--- config.mk ---
export PLATFORM = sky130hd
export DESIGN_NAME = deac_access_ctrl
export DESIGN_NICKNAME = d
export VERILOG_FILES = /design/src/logic/dee_pkg.sv /design/src/logic/dee_mem.sv /design/src/logic/dee_access_ctrl.sv
export SDC_FILE = /design/constraint.sdc
export NUM_CORES = 2
export LEC_CHECK = 0
export ABC_AREA = 1
export BUFFER_PORTS_ARGS = -buffer_cell sky130_fd_sc_hd__buf_2
export CORE_MARGIN = 5
export CORE_UTILIZATION = 35
export DETAILED_ROUTE_END_ITERATION = 6
export PLACE_DENSITY_LB_ADDON = 0.25
export REMOVE_ABC_BUFFERS = 1
export SETUP_SLACK_MARGIN = 0.2
export SYNTH_ARGS = -nofsm -noshare
export SYNTH_HDL_FRONTEND = slang
export SYNTH_SLANG_ARGS = --single-unit
--- constraint.sdc ---
create_clock -name sys_clk_i -period 4.9 [get_ports sys_clk_i]
set_input_delay 0.735 -clock sys_clk_i [delete_from_list [all_inputs] [get_ports sys_clk_i]]
set_output_delay 0.735 -clock sys_clk_i [all_outputs]
set_load 0.05 [all_outputs]
--- src/logic/dee_pkg.sv ---
// Constants and types shared by the data EEPROM access control block
package deac_pkg;

	// ==========================================================
	// Control register location, reached through indirect access
	localparam logic [7:0] CTRL_ADDR = 8'h40;
	localparam logic [7:0] CTRL_BANK = 8'h01;

	// ==========================================================
	// Control register field positions and register reset values
	localparam int RD_START_BIT = 0;
	localparam int RD_EN_BIT = 1;
	localparam int WR_START_BIT = 2;
	localparam int WR_EN_BIT = 3;
	localparam logic [3:0] CTRL_RESET = 4'h0;
	localparam logic [7:0] DATA_REG_RESET = 8'h00;
	localparam logic [7:0] ADDR_REG_RESET = 8'h00;

	// ==========================================================
	// Array geometry
	localparam int ADDR_W = 8;
	localparam int DATA_W = 8;
	localparam int DEPTH = 256;

	// ==========================================================
	// Timing: least times, rounded up to whole 4 ns cycles
	localparam int CLK_PERIOD_PS = 4000;
	localparam int WRITE_TIME_NS = 2000;
	localparam int READ_TIME_NS = 8;
	localparam int WRITE_CYCLES = (WRITE_TIME_NS * 1000 + CLK_PERIOD_PS - 1) / CLK_PERIOD_PS;
	localparam int READ_CYCLES = (READ_TIME_NS * 1000 + CLK_PERIOD_PS - 1) / CLK_PERIOD_PS;
	localparam int TMR_W = 16;

	// ==========================================================
	// Access sequencer states
	typedef enum logic [2:0]
	{
		DEAC_IDLE = 3'b001,
		DEAC_READ = 3'b010,
		DEAC_WRITE = 3'b100
	} deac_state_e;

endpackage

--- src/logic/dee_mem.sv ---
// Data EEPROM storage array with registered read data
`timescale 1ns/1ps
module deac_mem
(
	// Clock
	input wire logic sys_clk_i,
	// Write port
	input wire logic we_i,
	input wire logic [deac_pkg::ADDR_W-1:0] waddr_i,
	input wire logic [deac_pkg::DATA_W-1:0] wdata_i,
	// Read port
	input wire logic [deac_pkg::ADDR_W-1:0] raddr_i,
	output logic [deac_pkg::DATA_W-1:0] rdata_o
);
	import deac_pkg::*;

	logic [DATA_W-1:0] cells [DEPTH];

	// Array write and registered read
	always_ff @(posedge sys_clk_i)
	begin
		if (we_i)
		begin
			cells[waddr_i] <= wdata_i;
		end
		rdata_o <= cells[raddr_i];
	end

endmodule // deac_mem

--- src/logic/dee_access_ctrl.sv ---
// Data EEPROM access control: banked control register, read/write sequencer
//
// Contract
// Software sets write start in the instruction right after setting write enable.
// Software masks interrupts around the write unlock and start.
// A cycle running when idle or sleep mode is entered fails.
// Control register reachable only with bank pointer selecting bank 1.
// Control register is reached indirectly at pointer 040H, bank 01H.
// Software keeps write enable cleared except while writing.
// Bit 1 read enable, bit 0 read start; together they launch a read.
// Read start stays high during the read and clears when done.
// Bit 3 write enable, bit 2 write start; they launch a write of data.
// Write start stays high for the whole write and clears at its end.
// Writing zero to the control register clears both enables.
// Software may read a written location back to verify it.
// A start bit set while its enable is clear has no effect.
// After reset all four control bits are zero.
// Cycle end sets request flag and multi-function flag; only the latter auto-clears.
// Read and write starts requested together are both refused.
`timescale 1ns/1ps
module deac_access_ctrl
#(
	parameter int WRITE_COUNT = deac_pkg::WRITE_CYCLES
)
(
	// Clock and reset
	input wire logic sys_clk_i,
	input wire logic rstn_i,
	// Indirect access to the control register
	input wire logic [7:0] mem_ptr_i,
	input wire logic [7:0] bank_ptr_i,
	input wire logic ind_wr_i,
	input wire logic [7:0] ind_wdata_i,
	output logic [7:0] ind_rdata_o,
	// Direct address and data registers
	input wire logic addr_wr_i,
	input wire logic data_wr_i,
	input wire logic [7:0] sfr_wdata_i,
	output logic [7:0] eeprom_address_o,
	output logic [7:0] eeprom_data_o,
	// Power mode and interrupt flags
	input wire logic low_power_i,
	input wire logic req_flag_clr_i,
	input wire logic mf_flag_ack_i,
	output logic eeprom_request_flag_o,
	output logic mf_request_flag_o,
	output logic busy_o
);
	import deac_pkg::*;

	// ==========================================================
	// Reset release
	logic rst_meta;
	logic rst_n;

	// Two-stage release of the asynchronous reset
	always_ff @(posedge sys_clk_i or negedge rstn_i)
	begin
		if (!rstn_i)
		begin
			rst_meta <= 1'b0;
			rst_n <= 1'b0;
		end
		else
		begin
			rst_meta <= 1'b1;
			rst_n <= rst_meta;
		end
	end

	// ==========================================================
	// Decode and launch conditions
	deac_state_e state;
	deac_state_e next_state;
	logic [TMR_W-1:0] timer;
	logic [TMR_W-1:0] next_timer;
	logic rd_en;
	logic wr_en;
	logic rd_go;
	logic wr_go;
	logic [7:0] ee_addr;
	logic [7:0] ee_data;
	logic req_flag;
	logic mf_flag;
	logic [DATA_W-1:0] mem_rdata;
	wire ctrl_sel;
	wire ctrl_wr;
	wire both_req;
	wire launch_rd;
	wire launch_wr;
	wire tmr_last;
	wire finish_rd;
	wire finish_wr;
	wire abort;
	wire [7:0] ctrl_view;

	assign ctrl_sel = (bank_ptr_i == CTRL_BANK) && (mem_ptr_i == CTRL_ADDR);
	assign ctrl_wr = ind_wr_i && ctrl_sel;
	assign both_req = ind_wdata_i[RD_START_BIT] && ind_wdata_i[WR_START_BIT];
	// Start needs the enable already set before this write
	assign launch_rd = ctrl_wr && ind_wdata_i[RD_START_BIT] && rd_en && !both_req
		&& (state == DEAC_IDLE) && !low_power_i;
	assign launch_wr = ctrl_wr && ind_wdata_i[WR_START_BIT] && wr_en && !both_req
		&& (state == DEAC_IDLE) && !low_power_i;
	assign tmr_last = (timer == TMR_W'(1));
	assign abort = low_power_i && (state != DEAC_IDLE);
	assign finish_rd = (state == DEAC_READ) && tmr_last && !low_power_i;
	assign finish_wr = (state == DEAC_WRITE) && tmr_last && !low_power_i;
	assign ctrl_view = {4'h0, wr_en, wr_go, rd_en, rd_go};

	// ==========================================================
	// Sequencer next state and cycle timer
	always_comb
	begin
		next_state = state;
		next_timer = timer;
		unique case (state)
			DEAC_IDLE:
			begin
				if (launch_rd)
				begin
					next_state = DEAC_READ;
					next_timer = TMR_W'(READ_CYCLES);
				end
				else if (launch_wr)
				begin
					next_state = DEAC_WRITE;
					next_timer = TMR_W'(WRITE_COUNT);
				end
			end
			DEAC_READ, DEAC_WRITE:
			begin
				next_timer = timer - TMR_W'(1);
				if (abort || tmr_last)
				begin
					next_state = DEAC_IDLE;
					next_timer = '0;
				end
			end
			default:
			begin
				next_state = DEAC_IDLE;
				next_timer = '0;
			end
		endcase
	end

	// State and timer registers
	always_ff @(posedge sys_clk_i or negedge rst_n)
	begin
		if (!rst_n)
		begin
			state <= DEAC_IDLE;
			timer <= '0;
		end
		else
		begin
			state <= next_state;
			timer <= next_timer;
		end
	end

	// ==========================================================
	// Control bits: enables follow software, starts are hardware-cleared
	always_ff @(posedge sys_clk_i or negedge rst_n)
	begin
		if (!rst_n)
		begin
			{wr_en, wr_go, rd_en, rd_go} <= CTRL_RESET;
		end
		else
		begin
			if (ctrl_wr)
			begin
				rd_en <= ind_wdata_i[RD_EN_BIT];
				wr_en <= ind_wdata_i[WR_EN_BIT];
			end
			rd_go <= launch_rd || (rd_go && !finish_rd && !abort);
			wr_go <= launch_wr || (wr_go && !finish_wr && !abort);
		end
	end

	// Address and data registers; software writes refused while busy
	always_ff @(posedge sys_clk_i or negedge rst_n)
	begin
		if (!rst_n)
		begin
			ee_addr <= ADDR_REG_RESET;
			ee_data <= DATA_REG_RESET;
		end
		else
		begin
			if (addr_wr_i && (state == DEAC_IDLE))
			begin
				ee_addr <= sfr_wdata_i;
			end
			if (finish_rd)
			begin
				ee_data <= mem_rdata;
			end
			else if (data_wr_i && (state == DEAC_IDLE))
			begin
				ee_data <= sfr_wdata_i;
			end
		end
	end

	// End-of-cycle flags; a new end wins over a same-cycle clear
	always_ff @(posedge sys_clk_i or negedge rst_n)
	begin
		if (!rst_n)
		begin
			req_flag <= 1'b0;
			mf_flag <= 1'b0;
		end
		else
		begin
			req_flag <= finish_rd || finish_wr || (req_flag && !req_flag_clr_i);
			mf_flag <= finish_rd || finish_wr || (mf_flag && !mf_flag_ack_i);
		end
	end

	// Registered outputs
	always_ff @(posedge sys_clk_i or negedge rst_n)
	begin
		if (!rst_n)
		begin
			ind_rdata_o <= 8'h00;
			busy_o <= 1'b0;
		end
		else
		begin
			ind_rdata_o <= ctrl_sel ? ctrl_view : 8'h00;
			busy_o <= (next_state != DEAC_IDLE);
		end
	end

	assign eeprom_address_o = ee_addr;
	assign eeprom_data_o = ee_data;
	assign eeprom_request_flag_o = req_flag;
	assign mf_request_flag_o = mf_flag;

	// ==========================================================
	// Storage array; write commits only at the end of a full write
	deac_mem u_mem
	(
		.sys_clk_i(sys_clk_i),
		.we_i(finish_wr),
		.waddr_i(ee_addr),
		.wdata_i(ee_data),
		.raddr_i(ee_addr),
		.rdata_o(mem_rdata)
	);
endmodule // deac_access_ctrl

======== Word-level counts from Yosys, hierarchy flattened ========
Memories as Yosys holds them, arrays and structs flattened. A register that Yosys moved wholly into a read port is not among the register bits.
Index checks and enable logic that the tools add are counted.
storage, ports and cells
  register bits after elaboration ......... 48
  RAM bits ................................ 2048
  bits of input ports ..................... 40
  output and inout port bits .............. 27
  word-level logic and storage cells ...... 79
  memories kept ........................... 1
memories
  memory       words  bits a word  read ports  clocked after memory_dff  wr ports  RTL line       text
  u_mem.cells  256    8            1           1                         1         dee_mem.sv:17  logic [DATA_W-1:0] cells [DEPTH];
cells by class
  $add $sub $neg .......................... 1
  eq/ne operators ......................... 9
  muxes and demuxes ....................... 13
  reduce and logical (&&, ||, !) cells .... 41
operator list
  cell                   number
  $mux 16                3
  $pmux 16 s2            1
  $logic_and 1x1->1      26
  $eq 16x1->1 const B    1
  $mux 8                 2
  $sub 16x1->16 const B  1
  $mux 3                 3
  $eq 8x1->1 const B     1
  $eq 8x7->1 const B     1
  $logic_not 1->1        7
  $logic_or 1x1->1       6
  $ne 3x1->1 const B     2
  $pmux 3 s2             1
  $mux 4                 1
  $eq 3x1->1 const B     1
  $eq 3x2->1 const B     1
  $eq 3x3->1 const B     1
  $ne 3x3->1 const B     1
  $mux 1                 2
  $reduce_bool 2->1      1
  $reduce_or 2->1        1

======== Longest topological paths before layout ========
  depth in word-level cells ............... 12
  depth in mapped cells ................... 15
  gate-level depth less buffers ........... 13

======== Cells and area by module ========
Synthesis repeated with hierarchy kept, for this count alone.
unflattened totals
  cells, all modules ...................... 7350
  area, all modules ....................... 86163.9 um^2
by module, submodules not included
  module            times used  cells each  area each (um^2)  sequential area each (um^2)
  deac_mem          1           7003        83396.2           61659.1
  deac_access_ctrl  1           347         2767.7            1202.4

======== Worst setup path before layout ========
No wires, ideal clock.
  kind .................................... register to register
  from .................................... reg ee_data[0], in the netlist eeprom_data_o[0]
  to ...................................... mem u_mem.cells[0][0] (data pin)
  library setup time ...................... 0.866 ns
  arrival time ............................ 3.481 ns
  data required time ...................... 4.034 ns
  path slack .............................. 0.553 ns
  stages on the path, launching flop included .. 1
  path buffers ............................ 0
  period minus slack after synthesis ...... 4.347 ns
  cells stage by stage .................... dfrtp_1
RTL lines
  item                    RTL line                text
  start, declared         dee_access_ctrl.sv:82   logic [7:0] ee_data;
  start signal, assigned  dee_access_ctrl.sv:199  ee_data <= mem_rdata;
  start signal, assigned  dee_access_ctrl.sv:203  ee_data <= sfr_wdata_i;
  end, declared           dee_mem.sv:17
Straight into the memory's write port.

======== Worst setup path in the final report ========
  from .................................... reg timer[11]
  to ...................................... mem u_mem.cells[255][2] (enable)
between the ends
  word-level cells in the longest chain between the ends .. 5
RTL lines
  item                             RTL line                text
  start, declared                  dee_access_ctrl.sv:75   logic [TMR_W-1:0] timer;
  start signal, assigned           dee_access_ctrl.sv:159  timer <= next_timer;
  $eq 16x1->1                      dee_access_ctrl.sv:105  assign tmr_last = (timer == TMR_W'(1));
  $logic_and 1x1->1 (2 in series)  dee_access_ctrl.sv:108  assign finish_wr = (state == DEAC_WRITE) && tmr_last && !low_power_i;
  $mux 1                           dee_mem.sv:22           if (we_i)
  $mux 1 (not written as such)     dee_mem.sv:24           cells[waddr_i] <= wdata_i;
No other way between the ends.

==> results by group <==
Status
  – Status: complete, no violations

Global route
  – Vias in the first global route: 55.45k
  – Grt met1 use: 0.2508
  – Largest net degree at the start of global routing: about 220
  – Gr usage total: 0.1815
  – Initial antenna violation count: 12
  – Met2 Use GR: 0.2952
  – Total grt overflow: 0
  – Met3 Usage GRT: 0.03008
  – Busiest layer in global routing: met2
  – First-pass GRT wire length: 354600 µm

Critical path
  – CP Max Fanout: 16
  – Worst setup EP type: register
  – Arrival @ worst endpoint: 4.22 ns
  – CP required: 5.37 ns
  – Startpoint Class: register
  – Critical path class: register to register

Routing
  – Drt wl/cell: slightly above 20 µm
  – DR iter-0 viols: 5190
  – Post-route ant nets: 0
  – 1st-pass router iterations: 5
  – Routed via count: 56.85k
  – # DRC: 0
  – Total Wirelength: between 200000 and 250000 µm
  – Routed vias/inst: 4.807

Yosys
  – Syn Area/Cell: 10.51 µm²
  – Cells after Synth: approximately 8.3k
  – Netlist Area Pre-Place: just under 90000 µm²
  – Yosys reg bits: 2104
  – Register area share after synthesis: 0.7212
  – Ranking of synthesized cells by area: edfxtp_1 71%, nand2_1 21%, nor2_1 1.6%, dfrtp_1 1.3%, nand3_1 1.2%
  – Largest area contributor in the netlist: edfxtp_1
  – Warnings from Yosys: 0
  – Yosys top cell area share: 0.7056
  – Synth cell types: 35

Timing
  – Pins Over Slew Limit: 0
  – Final Hold Fails: 0
  – Final setup viols: 0
  – Final Cycle Share: 0.7645
  – Max-slew headroom: 0.2465
  – RSZ-0062 raised after global routing: false
  – Worst Clk Skew: 0.02949 ns
  – Worst-Margin Slew: 1.130 ns
  – Setup TNS Final: 0 ns
  – Min cycle time layout: 3.746 ns
  – Fmax: approximately 270 MHz

Placed design
  – Placed Area: roughly 90000 µm²
  – GPL Wtd Cong: 0.8571
  – Port bufs: just under 60
  – Post-DP HPWL: about 140000 µm

Floorplanning
  – Die Span X: around 500 µm
  – Starting Density: 0.3512
  – Site row count: 183
  – Io pins: 67
  – Core area: 248200 µm²
  – Die height: around 510 µm
  – DIE AREA: 259100 µm²

CTS
  – CTS Buf Count: between 200 and 250
  – CTS H-Tree Depth: 4
  – Clock Tree Root: clkbuf_16
  – Setup Fix Bufs, Post-CTS: 0
  – Max Root-Sink Buffers: 3
  – Clock-pin transition on the worst setup and hold timing paths: about 0.06 ns
  – Clk sink count: about 2.1k
  – CTS tree: done
  – Skew-Pair Late Insertion Delay: roughly 0.85 ns

Layout
  – Finished Cell Area: slightly below 100000 µm²
  – Commonest cells after routing, fill and taps aside: 4813 x nand2_1, 2048 x edfxtp_1, 367 x nor2_1
  – Most common cell after layout, fill and taps aside: nand2_1
  – Nets: between 8k and 9k
  – Synth-to-layout area growth: 12.97%
  – Share of layout cells above drive strength 1: 0.07052

Pwr
  – Pwr Total: roughly 0.04 W
  – Pwr per Cell Area: ~410 nW/µm²
  – Leak Pwr: approximately 39 nW
  – VDD IR max: roughly 330 µV

Run
  – Number of max-cap violations: 0

Worst hold path
  – Hold Crit Class: input pin to register
[metrics by stage]
stage / hold WS, ns / worst slack, ns / utilization / std cells
floorplan: 0.3312 / -35.95 / - / 7871
global placement: 0.3413 / 1.177 / 0.3685 / 11428
detailed placement: 0.3362 / 1.137 / 0.3685 / 11428
CTS: 0.002652 / 1.174 / 0.3967 / 11824
global route: 0.007789 / 0.9717 / 0.3967 / 11825
finish: 0.07245 / 1.154 / 0.3967 / 11826
[per-layer routing]
| metal | vias to the layer above | wire, µm |
|---|---|---|
| li1 | 27287 | - |
| met1 | 27633 | 105500 |
| met2 | 1605 | 110900 |
| met3 | 321 | 15300 |
| met4 | 0 | 7081 |
| met5 | - | 0 |
[power by group]
| group | internal [W] | leakage [nW] | switching [W] |
|---|---|---|---|
| Combinational | 0.000772 | 16.4 | 0.00278 |
| Sequential | 0.0200 | 19.2 | 0.000133 |
| Clock | 0.00935 | 3.43 | 0.00693 |
[final cells by class]
type,count,area (µm²)
antenna,2,5.005
clock buffer,256,5640
clock inverter,139,1341
fill,23931,149700
inverter,70,285.3
multi-input combinational,5697,22220
sequential,2104,62900
tap,3330,4167
timing repair buffer,228,1907
[sequential cells by signal, indices dropped and copies added, names as in the netlist, 3 cells and up]
name,flops
eeprom_data_o,8
u_mem.cells,2048
u_mem.rdata_o,8
eeprom_address_o,8
state,3
ind_rdata_o,4
timer,16
[worst max-delay path: stages (launching register included)]
cell and delay [ns]:
dfrtp_1 0.43, nor2_2 0.17, inv_1 0.09, nor3_2 0.20, nand3_1 0.15, inv_2 0.10
nand2_4 0.13, nor2_2 0.58, nand2_1 0.66, nor2_1 0.83
[path summary, 6_finish.rpt]
kind,startpoint,endpoint,slack [ns],cells after the start
min in group asynchronous,rstn_i,rst_n,0.21,2
min reg2reg,rst_meta,rst_n,0.36,0
max reg2reg,timer[11],u_mem.cells[255][2],1.15,9
min,mf_flag_ack_i,mf_request_flag_o,0.07,2
max in group asynchronous,rst_n,eeprom_data_o[7],3.96,1
max,timer[11],u_mem.cells[255][2],1.15,9
[Yosys cell counts]
library cell / number
a21boi_0: 1
a21oi_1: 43
buf_1: 30
buf_2: 201
buf_4: 5
buf_6: 5
clkbuf_1: 183
clkinv_1: 1
conb_1: 2
dfrtp_1: 47
dfstp_2: 1
dfxtp_1: 8
edfxtp_1: 2048
ha_1: 2
inv_1: 66
inv_2: 3
mux2_2: 2
nand2_1: 4829
nand2_2: 4
nand2_4: 1
nand3_1: 205
nand4_1: 14
nor2_1: 373
nor2_2: 14
nor3_1: 7
nor3_2: 2
nor3_4: 2
nor3b_1: 1
nor4_1: 2
o21ai_0: 130
o21ai_1: 49
o21bai_1: 1
o221ai_1: 1
o31ai_1: 2
xor2_1: 7
[kinds of logic (layout without fill, tap and decap cells)]
family,after synthesis,in the layout,share of synthesized area
and+or+nand+nor,5454,5454,0.2395
DFF,2104,2104,0.7212
buffers and inverters,494,693,0.02481
AOI/OAI and AO/OA,227,227,0.01319
xor gates and xnor gates,7,7,0.0007034
adders and majority gates,2,2,0.0002871
other,2,7,0.00008616
muxes,2,2,0.0002584
[repair_timing]
| item | CTS | global route |
|---|---|---|
| hold endpoints to repair | 2 | 0 |
| hold buffers | 1 | 0 |
| resized for setup | 0 | 0 |
Power figures use the tool's default switching activity.
